<file path="src/uim_regs.svh">
// register offsets, field positions and reset values
`ifndef UIM_REGS_SVH
`define UIM_REGS_SVH

`define UIM_ADDR_W 4
`define UIM_DATA_W 8

// offsets (4-bit register index)
`define UIM_OFF_MODE_A 4'h0
`define UIM_OFF_STAT_A 4'h1
`define UIM_OFF_CMD_A 4'h2
`define UIM_OFF_AUX 4'h4
`define UIM_OFF_CHG_RPT 4'h4
`define UIM_OFF_IFLAG 4'h5
`define UIM_OFF_IMASK 4'h5
`define UIM_OFF_CT_HI 4'h6
`define UIM_OFF_CT_LO 4'h7
`define UIM_OFF_IVEC 4'hc
`define UIM_OFF_OPCFG 4'hd
`define UIM_OFF_OPSET 4'he
`define UIM_OFF_OPCLR 4'hf

// mode register 1 fields
`define UIM_M1_RXRTS 7
`define UIM_M1_RXINT 6
`define UIM_M1_ERRMODE 5
`define UIM_M1_PAR_HI 4
`define UIM_M1_PAR_LO 3
`define UIM_M1_PTYPE 2

// aux control / output config fields
`define UIM_AUX_BRGSET 7
`define UIM_OPCFG_PIN_FOUR 4

// interrupt flag positions
`define UIM_IF_TXA 0
`define UIM_IF_RXA 1
`define UIM_IF_BRKA 2
`define UIM_IF_CTR 3
`define UIM_IF_TXB 4
`define UIM_IF_RXB 5
`define UIM_IF_BRKB 6
`define UIM_IF_IPC 7

// reset values
`define UIM_RST_BYTE 8'h00
`define UIM_RST_IVEC 8'h00

`endif

</file>
<file path="src/uim_pkg.sv">
// types shared by the register bank
`default_nettype none
package uim_pkg;
    typedef enum logic [1:0] {
        UIM_PAR_WITH,
        UIM_PAR_FORCE,
        UIM_PAR_NONE,
        UIM_PAR_MULTIDROP
    } uim_par_mode_t;

    typedef enum logic [3:0] {
        UIM_CMD_NOP,
        UIM_CMD_PTR_RESET,
        UIM_CMD_RX_RESET,
        UIM_CMD_TX_RESET,
        UIM_CMD_ERR_RESET
    } uim_cmd_t;
endpackage
`default_nettype wire

</file>
<file path="src/uim_regs_top.sv">
// channel A mode, port and interrupt register bank
`timescale 1ns/1ps
`default_nettype none
`include "uim_regs.svh"

//////////////////////////////////////////////////////////////////////
// Function
// - reset or command points to mode one
// - mode one access advances pointer
// - request-to-send follows output bit zero
// - full fifo plus start negates request
// - output bit kept; reassert when space
// - bit six picks ready or full
// - picked status drives pin four
// - character mode: top character errors only
// - block mode: errors accumulate until reset
// - parity modes add and check parity
// - parity field eleven means multidrop
// - bit two sets parity sense
// - no-parity mode ignores parity type
// - multidrop: type sets address flag polarity
// - aux bit seven selects rate set
// - aux bits enable input change interrupts
// - change report: deltas high, levels low
// - flags register holds eight conditions
// - mask bit enables matching flag
// - error reset or receiver reset clears
module uim_regs_top (
    input wire logic clk_i,
    input wire logic nrst_i,
    // register port
    input wire logic [3:0] addr_i,
    input wire logic [7:0] wr_data_i,
    input wire logic wr_i,
    input wire logic rd_i,
    output logic [7:0] rd_data_o,
    // input pins 3..0, asynchronous
    input wire logic [3:0] in_pins_i,
    // channel A receiver engine
    input wire logic rxa_ready_i,
    input wire logic rxa_full_i,
    input wire logic rxa_start_i,
    input wire logic rxa_top_i,
    input wire logic [2:0] rxa_top_err_i,
    input wire logic rxa_overrun_i,
    // other status sources
    input wire logic txa_ready_i,
    input wire logic txa_empty_i,
    input wire logic brk_chg_a_i,
    input wire logic ctr_ready_i,
    input wire logic txb_ready_i,
    input wire logic rxb_int_i,
    input wire logic brk_chg_b_i,
    // outputs to engines and pins
    output logic out_pin_zero_o,
    output logic out_pin_four_o,
    output logic irq_n_o,
    output logic baud_set_o,
    output logic tx_parity_en_o,
    output logic rx_parity_chk_o,
    output logic parity_type_o,
    output logic multidrop_o,
    output logic ad_flag_pol_o,
    output logic [1:0] bits_per_char_o,
    output logic rx_int_sel_o,
    output logic [2:0] rxa_err_o,
    output logic rxa_reset_o,
    output logic [15:0] ctr_preset_o,
    output logic [7:0] chan_a_mode_two_o
);

    //////////////////////////////////////////////////////////////////
    // decode

    function automatic logic hit(
        input logic [3:0] a,
        input logic [3:0] off,
        input logic strobe
    );
        hit = strobe && (a == off);
    endfunction

    logic mode_ptr;
    logic wr_mode;
    logic rd_mode;
    logic wr_cmd;
    logic rd_chg_rpt;
    uim_pkg::uim_cmd_t cmd;

    always_comb begin
        wr_mode = hit(addr_i, `UIM_OFF_MODE_A, wr_i);
        rd_mode = hit(addr_i, `UIM_OFF_MODE_A, rd_i);
        wr_cmd = hit(addr_i, `UIM_OFF_CMD_A, wr_i);
        rd_chg_rpt = hit(addr_i, `UIM_OFF_CHG_RPT, rd_i);
        cmd = uim_pkg::uim_cmd_t'(wr_data_i[7:4]);
    end

    //////////////////////////////////////////////////////////////////
    // mode register pointer
    // a mode one read advances it too, so polling disturbs the next write

    always_ff @(posedge clk_i or negedge nrst_i) begin
        if (!nrst_i) begin
            mode_ptr <= 1'b0;
        end else if (wr_cmd && cmd == uim_pkg::UIM_CMD_PTR_RESET) begin
            mode_ptr <= 1'b0;
        end else if ((wr_mode || rd_mode) && !mode_ptr) begin
            mode_ptr <= 1'b1;
        end
    end

    //////////////////////////////////////////////////////////////////
    // writable registers

    logic [7:0] mode_one;
    logic [7:0] mode_two;
    logic [7:0] aux_control;
    logic [7:0] interrupt_enable_mask;
    logic [7:0] interrupt_vector;
    logic [7:0] output_port_config;
    logic [7:0] output_port_bits;

    always_ff @(posedge clk_i or negedge nrst_i) begin
        if (!nrst_i) begin
            mode_one <= `UIM_RST_BYTE;
            mode_two <= `UIM_RST_BYTE;
        end else if (wr_mode && !mode_ptr) begin
            mode_one <= wr_data_i;
        end else if (wr_mode) begin
            mode_two <= wr_data_i;
        end
    end

    always_ff @(posedge clk_i or negedge nrst_i) begin
        if (!nrst_i) begin
            aux_control <= `UIM_RST_BYTE;
            interrupt_enable_mask <= `UIM_RST_BYTE;
            interrupt_vector <= `UIM_RST_IVEC;
            output_port_config <= `UIM_RST_BYTE;
            ctr_preset_o <= {`UIM_RST_BYTE, `UIM_RST_BYTE};
        end else begin
            if (hit(addr_i, `UIM_OFF_AUX, wr_i)) begin
                aux_control <= wr_data_i;
            end
            if (hit(addr_i, `UIM_OFF_IMASK, wr_i)) begin
                interrupt_enable_mask <= wr_data_i;
            end
            if (hit(addr_i, `UIM_OFF_IVEC, wr_i)) begin
                interrupt_vector <= wr_data_i;
            end
            if (hit(addr_i, `UIM_OFF_OPCFG, wr_i)) begin
                output_port_config <= wr_data_i;
            end
            if (hit(addr_i, `UIM_OFF_CT_HI, wr_i)) begin
                ctr_preset_o[15:8] <= wr_data_i;
            end
            if (hit(addr_i, `UIM_OFF_CT_LO, wr_i)) begin
                ctr_preset_o[7:0] <= wr_data_i;
            end
        end
    end

    // bit set and bit reset commands; ones select the bits touched
    always_ff @(posedge clk_i or negedge nrst_i) begin
        if (!nrst_i) begin
            output_port_bits <= `UIM_RST_BYTE;
        end else if (hit(addr_i, `UIM_OFF_OPSET, wr_i)) begin
            output_port_bits <= output_port_bits | wr_data_i;
        end else if (hit(addr_i, `UIM_OFF_OPCLR, wr_i)) begin
            output_port_bits <= output_port_bits & ~wr_data_i;
        end
    end

    //////////////////////////////////////////////////////////////////
    // mode outputs to the serial engines

    uim_pkg::uim_par_mode_t par_mode;
    logic par_on;

    always_comb begin
        par_mode = uim_pkg::uim_par_mode_t'(
            mode_one[`UIM_M1_PAR_HI:`UIM_M1_PAR_LO]);
        par_on = (par_mode == uim_pkg::UIM_PAR_WITH) ||
                 (par_mode == uim_pkg::UIM_PAR_FORCE);
    end

    always_ff @(posedge clk_i or negedge nrst_i) begin
        if (!nrst_i) begin
            tx_parity_en_o <= 1'b0;
            rx_parity_chk_o <= 1'b0;
            parity_type_o <= 1'b0;
            multidrop_o <= 1'b0;
            ad_flag_pol_o <= 1'b0;
            baud_set_o <= 1'b0;
            bits_per_char_o <= 2'b00;
            rx_int_sel_o <= 1'b0;
            chan_a_mode_two_o <= `UIM_RST_BYTE;
        end else begin
            tx_parity_en_o <= par_on;
            rx_parity_chk_o <= par_on;
            // only meaningful with a parity bit in the frame
            parity_type_o <= par_on & mode_one[`UIM_M1_PTYPE];
            multidrop_o <= (par_mode == uim_pkg::UIM_PAR_MULTIDROP);
            ad_flag_pol_o <= (par_mode == uim_pkg::UIM_PAR_MULTIDROP) &
                             mode_one[`UIM_M1_PTYPE];
            baud_set_o <= aux_control[`UIM_AUX_BRGSET];
            bits_per_char_o <= mode_one[1:0];
            rx_int_sel_o <= mode_one[`UIM_M1_RXINT];
            chan_a_mode_two_o <= mode_two;
        end
    end

    //////////////////////////////////////////////////////////////////
    // receiver error status

    logic err_reset;
    logic rx_reset;
    logic [2:0] err_acc;
    logic [2:0] next_err_acc;

    always_comb begin
        err_reset = wr_cmd && cmd == uim_pkg::UIM_CMD_ERR_RESET;
        rx_reset = wr_cmd && cmd == uim_pkg::UIM_CMD_RX_RESET;
        next_err_acc = ((err_reset || rx_reset) ? 3'b000 : err_acc) |
                       (rxa_top_i ? rxa_top_err_i : 3'b000);
    end

    // a character arriving at the top during a reset is still counted
    always_ff @(posedge clk_i or negedge nrst_i) begin
        if (!nrst_i) begin
            err_acc <= 3'b000;
        end else begin
            err_acc <= next_err_acc;
        end
    end

    always_ff @(posedge clk_i or negedge nrst_i) begin
        if (!nrst_i) begin
            rxa_err_o <= 3'b000;
            rxa_reset_o <= 1'b0;
        end else begin
            rxa_reset_o <= rx_reset;
            if (mode_one[`UIM_M1_ERRMODE]) begin
                rxa_err_o <= next_err_acc;
            end else begin
                rxa_err_o <= rxa_top_err_i;
            end
        end
    end

    //////////////////////////////////////////////////////////////////
    // request-to-send flow control

    logic flow_hold;

    always_ff @(posedge clk_i or negedge nrst_i) begin
        if (!nrst_i) begin
            flow_hold <= 1'b0;
        end else if (mode_one[`UIM_M1_RXRTS] && rxa_full_i && rxa_start_i) begin
            flow_hold <= 1'b1;
        end else if (!rxa_full_i) begin
            flow_hold <= 1'b0;
        end
    end

    logic rx_sel_status;

    always_comb begin
        rx_sel_status = mode_one[`UIM_M1_RXINT] ? rxa_full_i : rxa_ready_i;
    end

    // pins are active low: a set port bit pulls the pin low
    always_ff @(posedge clk_i or negedge nrst_i) begin
        if (!nrst_i) begin
            out_pin_zero_o <= 1'b1;
            out_pin_four_o <= 1'b1;
        end else begin
            // flow hold never touches the port bit itself
            out_pin_zero_o <= ~(output_port_bits[0] & ~flow_hold);
            if (output_port_config[`UIM_OPCFG_PIN_FOUR]) begin
                out_pin_four_o <= ~rx_sel_status;
            end else begin
                out_pin_four_o <= ~output_port_bits[4];
            end
        end
    end

    //////////////////////////////////////////////////////////////////
    // input change detection

    logic [3:0] pin_meta;
    logic [3:0] pin_sync;
    logic [3:0] pin_prev;
    logic [3:0] pin_delta;
    // flops reset low: a pin already high at release reports one change

    always_ff @(posedge clk_i or negedge nrst_i) begin
        if (!nrst_i) begin
            pin_meta <= 4'h0;
            pin_sync <= 4'h0;
            pin_prev <= 4'h0;
        end else begin
            pin_meta <= in_pins_i;
            pin_sync <= pin_meta;
            pin_prev <= pin_sync;
        end
    end

    // read clears the deltas; a change in the same cycle survives
    always_ff @(posedge clk_i or negedge nrst_i) begin
        if (!nrst_i) begin
            pin_delta <= 4'h0;
        end else begin
            pin_delta <= (rd_chg_rpt ? 4'h0 : pin_delta) | (pin_sync ^ pin_prev);
        end
    end

    //////////////////////////////////////////////////////////////////
    // interrupt flags

    logic [7:0] interrupt_flags;
    // flags follow their sources; the engines hold theirs until serviced, pin_delta holds the change flag until read

    always_comb begin
        interrupt_flags[`UIM_IF_IPC] = |(pin_delta & aux_control[3:0]);
        interrupt_flags[`UIM_IF_BRKB] = brk_chg_b_i;
        interrupt_flags[`UIM_IF_RXB] = rxb_int_i;
        interrupt_flags[`UIM_IF_TXB] = txb_ready_i;
        interrupt_flags[`UIM_IF_CTR] = ctr_ready_i;
        interrupt_flags[`UIM_IF_BRKA] = brk_chg_a_i;
        interrupt_flags[`UIM_IF_RXA] = rx_sel_status;
        interrupt_flags[`UIM_IF_TXA] = txa_ready_i;
    end

    always_ff @(posedge clk_i or negedge nrst_i) begin
        if (!nrst_i) begin
            irq_n_o <= 1'b1;
        end else begin
            irq_n_o <= ~|(interrupt_flags & interrupt_enable_mask);
        end
    end

    //////////////////////////////////////////////////////////////////
    // read data, valid only in the cycle after the strobe

    always_ff @(posedge clk_i or negedge nrst_i) begin
        if (!nrst_i) begin
            rd_data_o <= 8'h00;
        end else if (!rd_i) begin
            rd_data_o <= 8'h00;
        end else if (addr_i == `UIM_OFF_MODE_A) begin
            rd_data_o <= mode_ptr ? mode_two : mode_one;
        end else if (addr_i == `UIM_OFF_STAT_A) begin
            rd_data_o <= {rxa_err_o, rxa_overrun_i, txa_empty_i, txa_ready_i,
                          rxa_full_i, rxa_ready_i};
        end else if (addr_i == `UIM_OFF_CHG_RPT) begin
            rd_data_o <= {pin_delta, pin_sync};
        end else if (addr_i == `UIM_OFF_IFLAG) begin
            rd_data_o <= interrupt_flags;
        end else if (addr_i == `UIM_OFF_IVEC) begin
            rd_data_o <= interrupt_vector;
        end else if (addr_i == `UIM_OFF_OPCFG) begin
            rd_data_o <= {4'h0, pin_sync};
        end else begin
            rd_data_o <= 8'h00;
        end
    end

endmodule // uim_regs_top
`default_nettype wire
</file>
<file path="config.mk">
export PLATFORM = sky130hd
export DESIGN_NAME = uim_regs_top
export DESIGN_NICKNAME = d
export VERILOG_FILES = /design/src/uim_pkg.sv /design/src/uim_regs_top.sv
export VERILOG_INCLUDE_DIRS = /design/src
export SDC_FILE = /design/constraint.sdc
export NUM_CORES = 1
export LEC_CHECK = 0
export BUFFER_PORTS_ARGS = -buffer_cell sky130_fd_sc_hd__buf_2
export CORE_ASPECT_RATIO = 0.6
export CORE_MARGIN = 4
export CORE_UTILIZATION = 50
export DETAILED_ROUTE_END_ITERATION = 10
export PLACE_DENSITY_LB_ADDON = 0.15
export SKIP_LAST_GASP = 1
export SLEW_MARGIN = 20
export SYNTH_ARGS = -nofsm -noshare
export SYNTH_HDL_FRONTEND = slang
export SYNTH_SLANG_ARGS = --single-unit
</file>
<file path="constraint.sdc">
create_clock -name clk_i -period 4 [get_ports clk_i]
set_input_delay 0.2 -clock clk_i [delete_from_list [all_inputs] [get_ports clk_i]]
set_output_delay 0.2 -clock clk_i [all_outputs]
set_load 0.02 [all_outputs]
</file>
==> Word-level counts from Yosys, hierarchy flattened <==
Index checks and enable logic that the tools add are counted.
{ "totals": {"word_cells": 113, "register_bits": 121, "output_inout_bits": 48, "mem_count": 0, "inputBits": 35, "romBits": 0, "latchBits": 0, "mem_bits_rw": 0} }
{ "classes": {"n_addsub": 0, "n_mux": 20, "n_div": 0, "magnitude_cmp": 0, "shifts": 0, "multipliers": 0, "reduce_logical": 31, "bitwise": 16, "eq_ne": 16} }
{ "op_table": {"columns": ["op", "count"], "rows": [
  ["8-bit 2-to-1 mux", 9],
  ["4-bit by 3-bit == test with 1-bit output (second input constant)", 5],
  ["1-bit logical AND", 19],
  ["8-bit bitwise AND", 2],
  ["4-bit == test (second input constant)", 4],
  ["3-bit 2-to-1 mux", 3],
  ["4-bit by 1-bit == test with 1-bit output (second input constant)", 2],
  ["4-bit by 2-bit == test with 1-bit output (second input constant)", 2],
  ["4-bit 2-to-1 mux", 2],
  ["8-bit inverter", 1],
  ["8-bit OR", 1],
  ["8-bit OR reduction", 1],
  ["1-bit 2-to-1 mux", 6],
  ["1-bit inverter", 5],
  ["4-bit bitwise AND", 1],
  ["4-bit zero test", 1],
  ["4-bit OR", 1],
  ["2-bit nonzero test", 2],
  ["4-bit OR reduction", 1],
  ["4-bit bitwise XOR", 1],
  ["1-bit bitwise AND", 3],
  ["1-bit logical OR", 3],
  ["3-bit OR", 1],
  ["2-bit by 1-bit == test with 1-bit output (second input constant)", 1],
  ["5 further kinds", 6]
]} }

==> Logic depth before layout (Yosys ltp) <==
{ "logic_depth": {"ltp_word": 8, "mapped_depth": 6, "mapped_depth_nobuf": 4} }

==> Least setup slack after synthesis <==
No wires, ideal clock.
{ "synth_timing": {"path_kind": "in2reg", "from": "input addr_i[2]", "to": "register rxa_err_o[0]", "t_required_ns": 3.878, "arrival_time_ns": 1.651, "path_slack_ns": 2.227, "path_buffers": 2, "path_stages": 6, "setup_ns": 0.122, "cell_sequence": "buf_4 nor2_4 or4b_4 or3_1 buf_2 a32o_1"} }
{ "synth_via": {"elab_chain_cells": 7, "elab_cells_between_ends": 8, "cone_classes": "eq/ne (1); mux (2); bitwise (1); reduce/logical (4)"} }
{ "synth_lines": {"columns": ["element", "line_no", "source"], "rows": [
  ["start, declared", "uim_regs_top.sv:32", "input wire logic [3:0] addr_i,"],
  ["4-bit by 2-bit == test with 1-bit output (*)", "uim_regs_top.sv:80", "hit = strobe && (a == off);"],
  ["1-bit logical AND (*)", "uim_regs_top.sv:80", null],
  ["1-bit logical AND (on tied branches)", "uim_regs_top.sv:222, uim_regs_top.sv:223", null],
  ["1-bit logical OR (*)", "uim_regs_top.sv:224", "next_err_acc = ((err_reset || rx_reset) ? 3'b000 : err_acc) |"],
  ["3-bit 2-to-1 mux (*)", "uim_regs_top.sv:224", null],
  ["3-bit OR (*)", "uim_regs_top.sv:224", null],
  ["3-bit 2-to-1 mux (*)", "uim_regs_top.sv:243", "if (mode_one[`UIM_M1_ERRMODE]) begin"],
  ["end signal, assigned", "uim_regs_top.sv:244", "rxa_err_o <= next_err_acc;"],
  ["end signal, assigned", "uim_regs_top.sv:246", "rxa_err_o <= rxa_top_err_i;"],
  ["end, declared", "uim_regs_top.sv:66", "output logic [2:0] rxa_err_o,"]
]} }
Mark *: on every way between the ends. The rest lies on a longest branch, timed or not.
A chain may end at the register's enable or synchronous reset.

==> Worst setup path after layout <==
{ "layout_timing": {"from": "input addr_i[2]", "to": "register mode_two[7]"} }
{ "layout_via": {"elab_chain_cells": 5} }
{ "layout_lines": {"columns": ["element", "line_no", "source"], "rows": [
  ["4-bit zero test (*)", "uim_regs_top.sv:80", null],
  ["1-bit logical AND (*)", "uim_regs_top.sv:80", null],
  ["1-bit logical AND", "uim_regs_top.sv:127", "end else if (wr_mode && !mode_ptr) begin"],
  ["1-bit inverter (no source line)", null, null],
  ["2-bit AND reduction (no source line) (*)", null, null],
  ["end signal, assigned", "uim_regs_top.sv:126", "mode_two <= `UIM_RST_BYTE;"],
  ["end signal, assigned", "uim_regs_top.sv:130", "mode_two <= wr_data_i;"],
  ["end, declared", "uim_regs_top.sv:116", "logic [7:0] mode_two;"]
]} }
Marked as above.

==> results.yml <==
timing:
  period_share: 0.444
  relSlewSlack: 0.373
  fin_crit_ps: 1780
  final-hold-violation-count: 0
  worst_pin_slew_ps: 932
  finClkSkew_ps: 5.17
  fmax_mhz: 563
  whs_ps: 87.7
  maxSlewViolCount: 0
  timing.final.ws_setup_ps: 2220
  setup_viol: 0
  rsz0062_at_grt: "false"
  fin_tns_setup_ps: 0
cts:
  clockBufferDepth: 2
  path_clk_slew_ps: 70
  tritoncts: "done"
  clkSinkCount: 108
  cts_resized: 0
  numCtsBuffers: 9
  root_buffer: "clkbuf_16"
  worstSkewPairLatency_ps: 350
  cts_max_level: 3
layout:
  layout-drive-gt1-share: 0.398
  layout.nets: 445
  fillerInstances: 679
  stdcell_area_um2: 5170
  syn_to_final_growth_pct: 19.0
  diodes: 0
run:
  drv_cap: 0
placement:
  gp_congestion: 0.881
  io_buffer_count: 82
  place_area_um2: 4830
  place_ws_ps: 1910
  dp_hpwl_um: 7060
outcome:
  run_status: "complete, no violations"
global_routing:
  grt-ovfl-total: 0
  grt_max_degree: 85
  grt_first_pass_wirelength_um: 15300
  antenna_found_initial: 0
  grt_use_total: 0.204
  grt_pass1_vias: 2758
worst_setup_path:
  worstSetupPathType: "primary input to register"
  crit_path_end_kind: "register"
  crit_path_max_incr_delay_ps: 860
  cp_slowest_cell: "nor4_2"
  cp_max_fo: 19
  worstPathRequired_ps: 4230
  critPathArrivalTime_ps: 2010
  critPathBufInv: 1
  crit_family: "simple AND/OR/NAND/NOR gates"
  critPathLaunchType: "primary input"
  worstPathCellList: "buf_2 -> nor4_2 -> nand3_2 -> mux2_2"
routing:
  firstDrtPassIters: 4
  vias_per_cell: 5.37
  via_count: 2831
  routed_wl_um: 9850
  drc: 0
  drtAntennaViolNets: 0
  avgRoutedWirePerCell_um: 18.7
  dr.first_iter.drc_count: 143
synthesis:
  ys_ff_latch: 108
  yosysTopAreaCellShare: 0.604
  synth_ff_type: "dfrtp_1"
  synth_fp_nets: 362
  syn_area_um2: 4350
  yosysMostFrequentCell: "dfrtp_1"
  ys_seq_area_frac: 0.623
  synth_edf_count: 0
  synth_common_cells: "dfrtp_1, mux2_2, nand2_1, a21oi_1, o21ai_0"
  synth_top_cells_by_area: "dfrtp_1, mux2_2, nand2_1, mux2i_1, dfstp_2"
  synthArstFlopShare: 1.00
  syn_inst: 327
  ys_warn_count: 0
  yosysUniqueCellTypes: 46
  synth_area_leader_cell: "dfrtp_1"
  syn_avg_cell_area_um2: 13.3
floorplan:
  die_y_um: 80.2
  die_area_um2: 10300
  pin_count: 83
  design.core.area_um2: 8490
  start_util: 0.512
  rows: 26
  die_w_um: 128
power:
  ir_drop_uv: 316
  power_density_nw_per_um2: 510
  p_leak_nw: 2.46
worst_hold_path:
  hp-class: "primary input to register"
-- path summary, 6_finish.rpt --
check,startpoint,to,slack [ps],depth (start not counted)
max in group asynchronous,nrst_i,out_pin_four_o,2670,3
min reg2reg,pin_meta[2],pin_sync[2],350,0
min in group asynchronous,nrst_i,multidrop_o,460,2
min,rxa_top_err_i[0],rxa_err_o[0],90,2
max reg2reg,mode_ptr,rd_data_o[0],2470,4
max,addr_i[2],mode_two[7],2220,4
-- layout by cell type (no fill, tap or decap), types with 5 or more instances in the layout --
master / synthesis / layout
a22oi_1: 6 / 6
dfrtp_1: 105 / 105
mux2i_1: 9 / 9
buf_2: 3 / 81
nor2_1: 8 / 8
a21oi_1: 15 / 15
nand2_1: 26 / 26
clkbuf_16: 0 / 9
o21ai_0: 10 / 10
nor2b_1: 7 / 7
nand2b_1: 7 / 7
dlygate4sd3_1: 0 / 5
inv_1: 8 / 8
mux2_2: 56 / 56
xnor2_1: 5 / 5
-- layout make-up --
cell class | count | area (um2) | area share
inverters | 8 | 30.0 | 0.00581
clock inverters | 4 | 33.8 | 0.00653
repair buffers | 88 | 474 | 0.0917
multi-input cells | 195 | 1530 | 0.296
well taps | 112 | 140 | 0.0271
clock buffers | 12 | 256 | 0.0496
flip-flops and latches | 108 | 2710 | 0.523
-- repair_timing --
item                                   in CTS  in global routing
setup buffers                               0                  0
hold buffers                                4                  1
endpoints found under the hold margin       4                 81
-- logic make-up (layout without fill, tap and decap cells) --
group	Yosys count	in the layout	synth area share
xor+xnor	5	5	0.0101
compound gates	52	52	0.0803
flops	108	108	0.623
simple gates	73	73	0.0961
buf+inv	24	112	0.0250
mux	65	65	0.166
-- through the flow --
stage	total power, mW	utilization	std cells
final	2.64	0.609	527
after global placement	1.80	0.569	506
after floorplan	1.63	-	327
after global routing	2.76	0.609	527
after detailed placement	1.81	0.569	506
after CTS	2.66	0.608	526
-- state kept, by name, summed over array words and instances, names as in the netlist, 2 cells and up, named ones only --
name                   cells
aux_control                5
chan_a_mode_two_o          8
pin_meta                   4
rxa_err_o                  3
bits_per_char_o            2
mode_one                   8
mode_two                   8
ctr_preset_o              16
pin_sync                   4
interrupt_enable_mask      8
rd_data_o                  8
err_acc                    3
interrupt_vector           8
pin_prev                   4
pin_delta                  4
-- power by group --
group	total (mW)	switching, mW	leakage, nW	internal, mW
Combinational	0.452	0.258	1.01	0.195
Clock	0.844	0.384	0.133	0.461
Sequential	1.34	0.0823	1.32	1.26
-- metal layers --
| layer | track usage | wire length, um | up-vias |
|---|---|---|---|
| li1 | - | - | 1327 |
| met1 | 0.299 | 4730 | 1417 |
| met2 | 0.290 | 4270 | 74 |
| met3 | 0.0571 | 674 | 13 |
| met4 | 0.0731 | 173 | 0 |
| met5 | 0 | 0 | - |
Power figures use the tool's default switching activity.
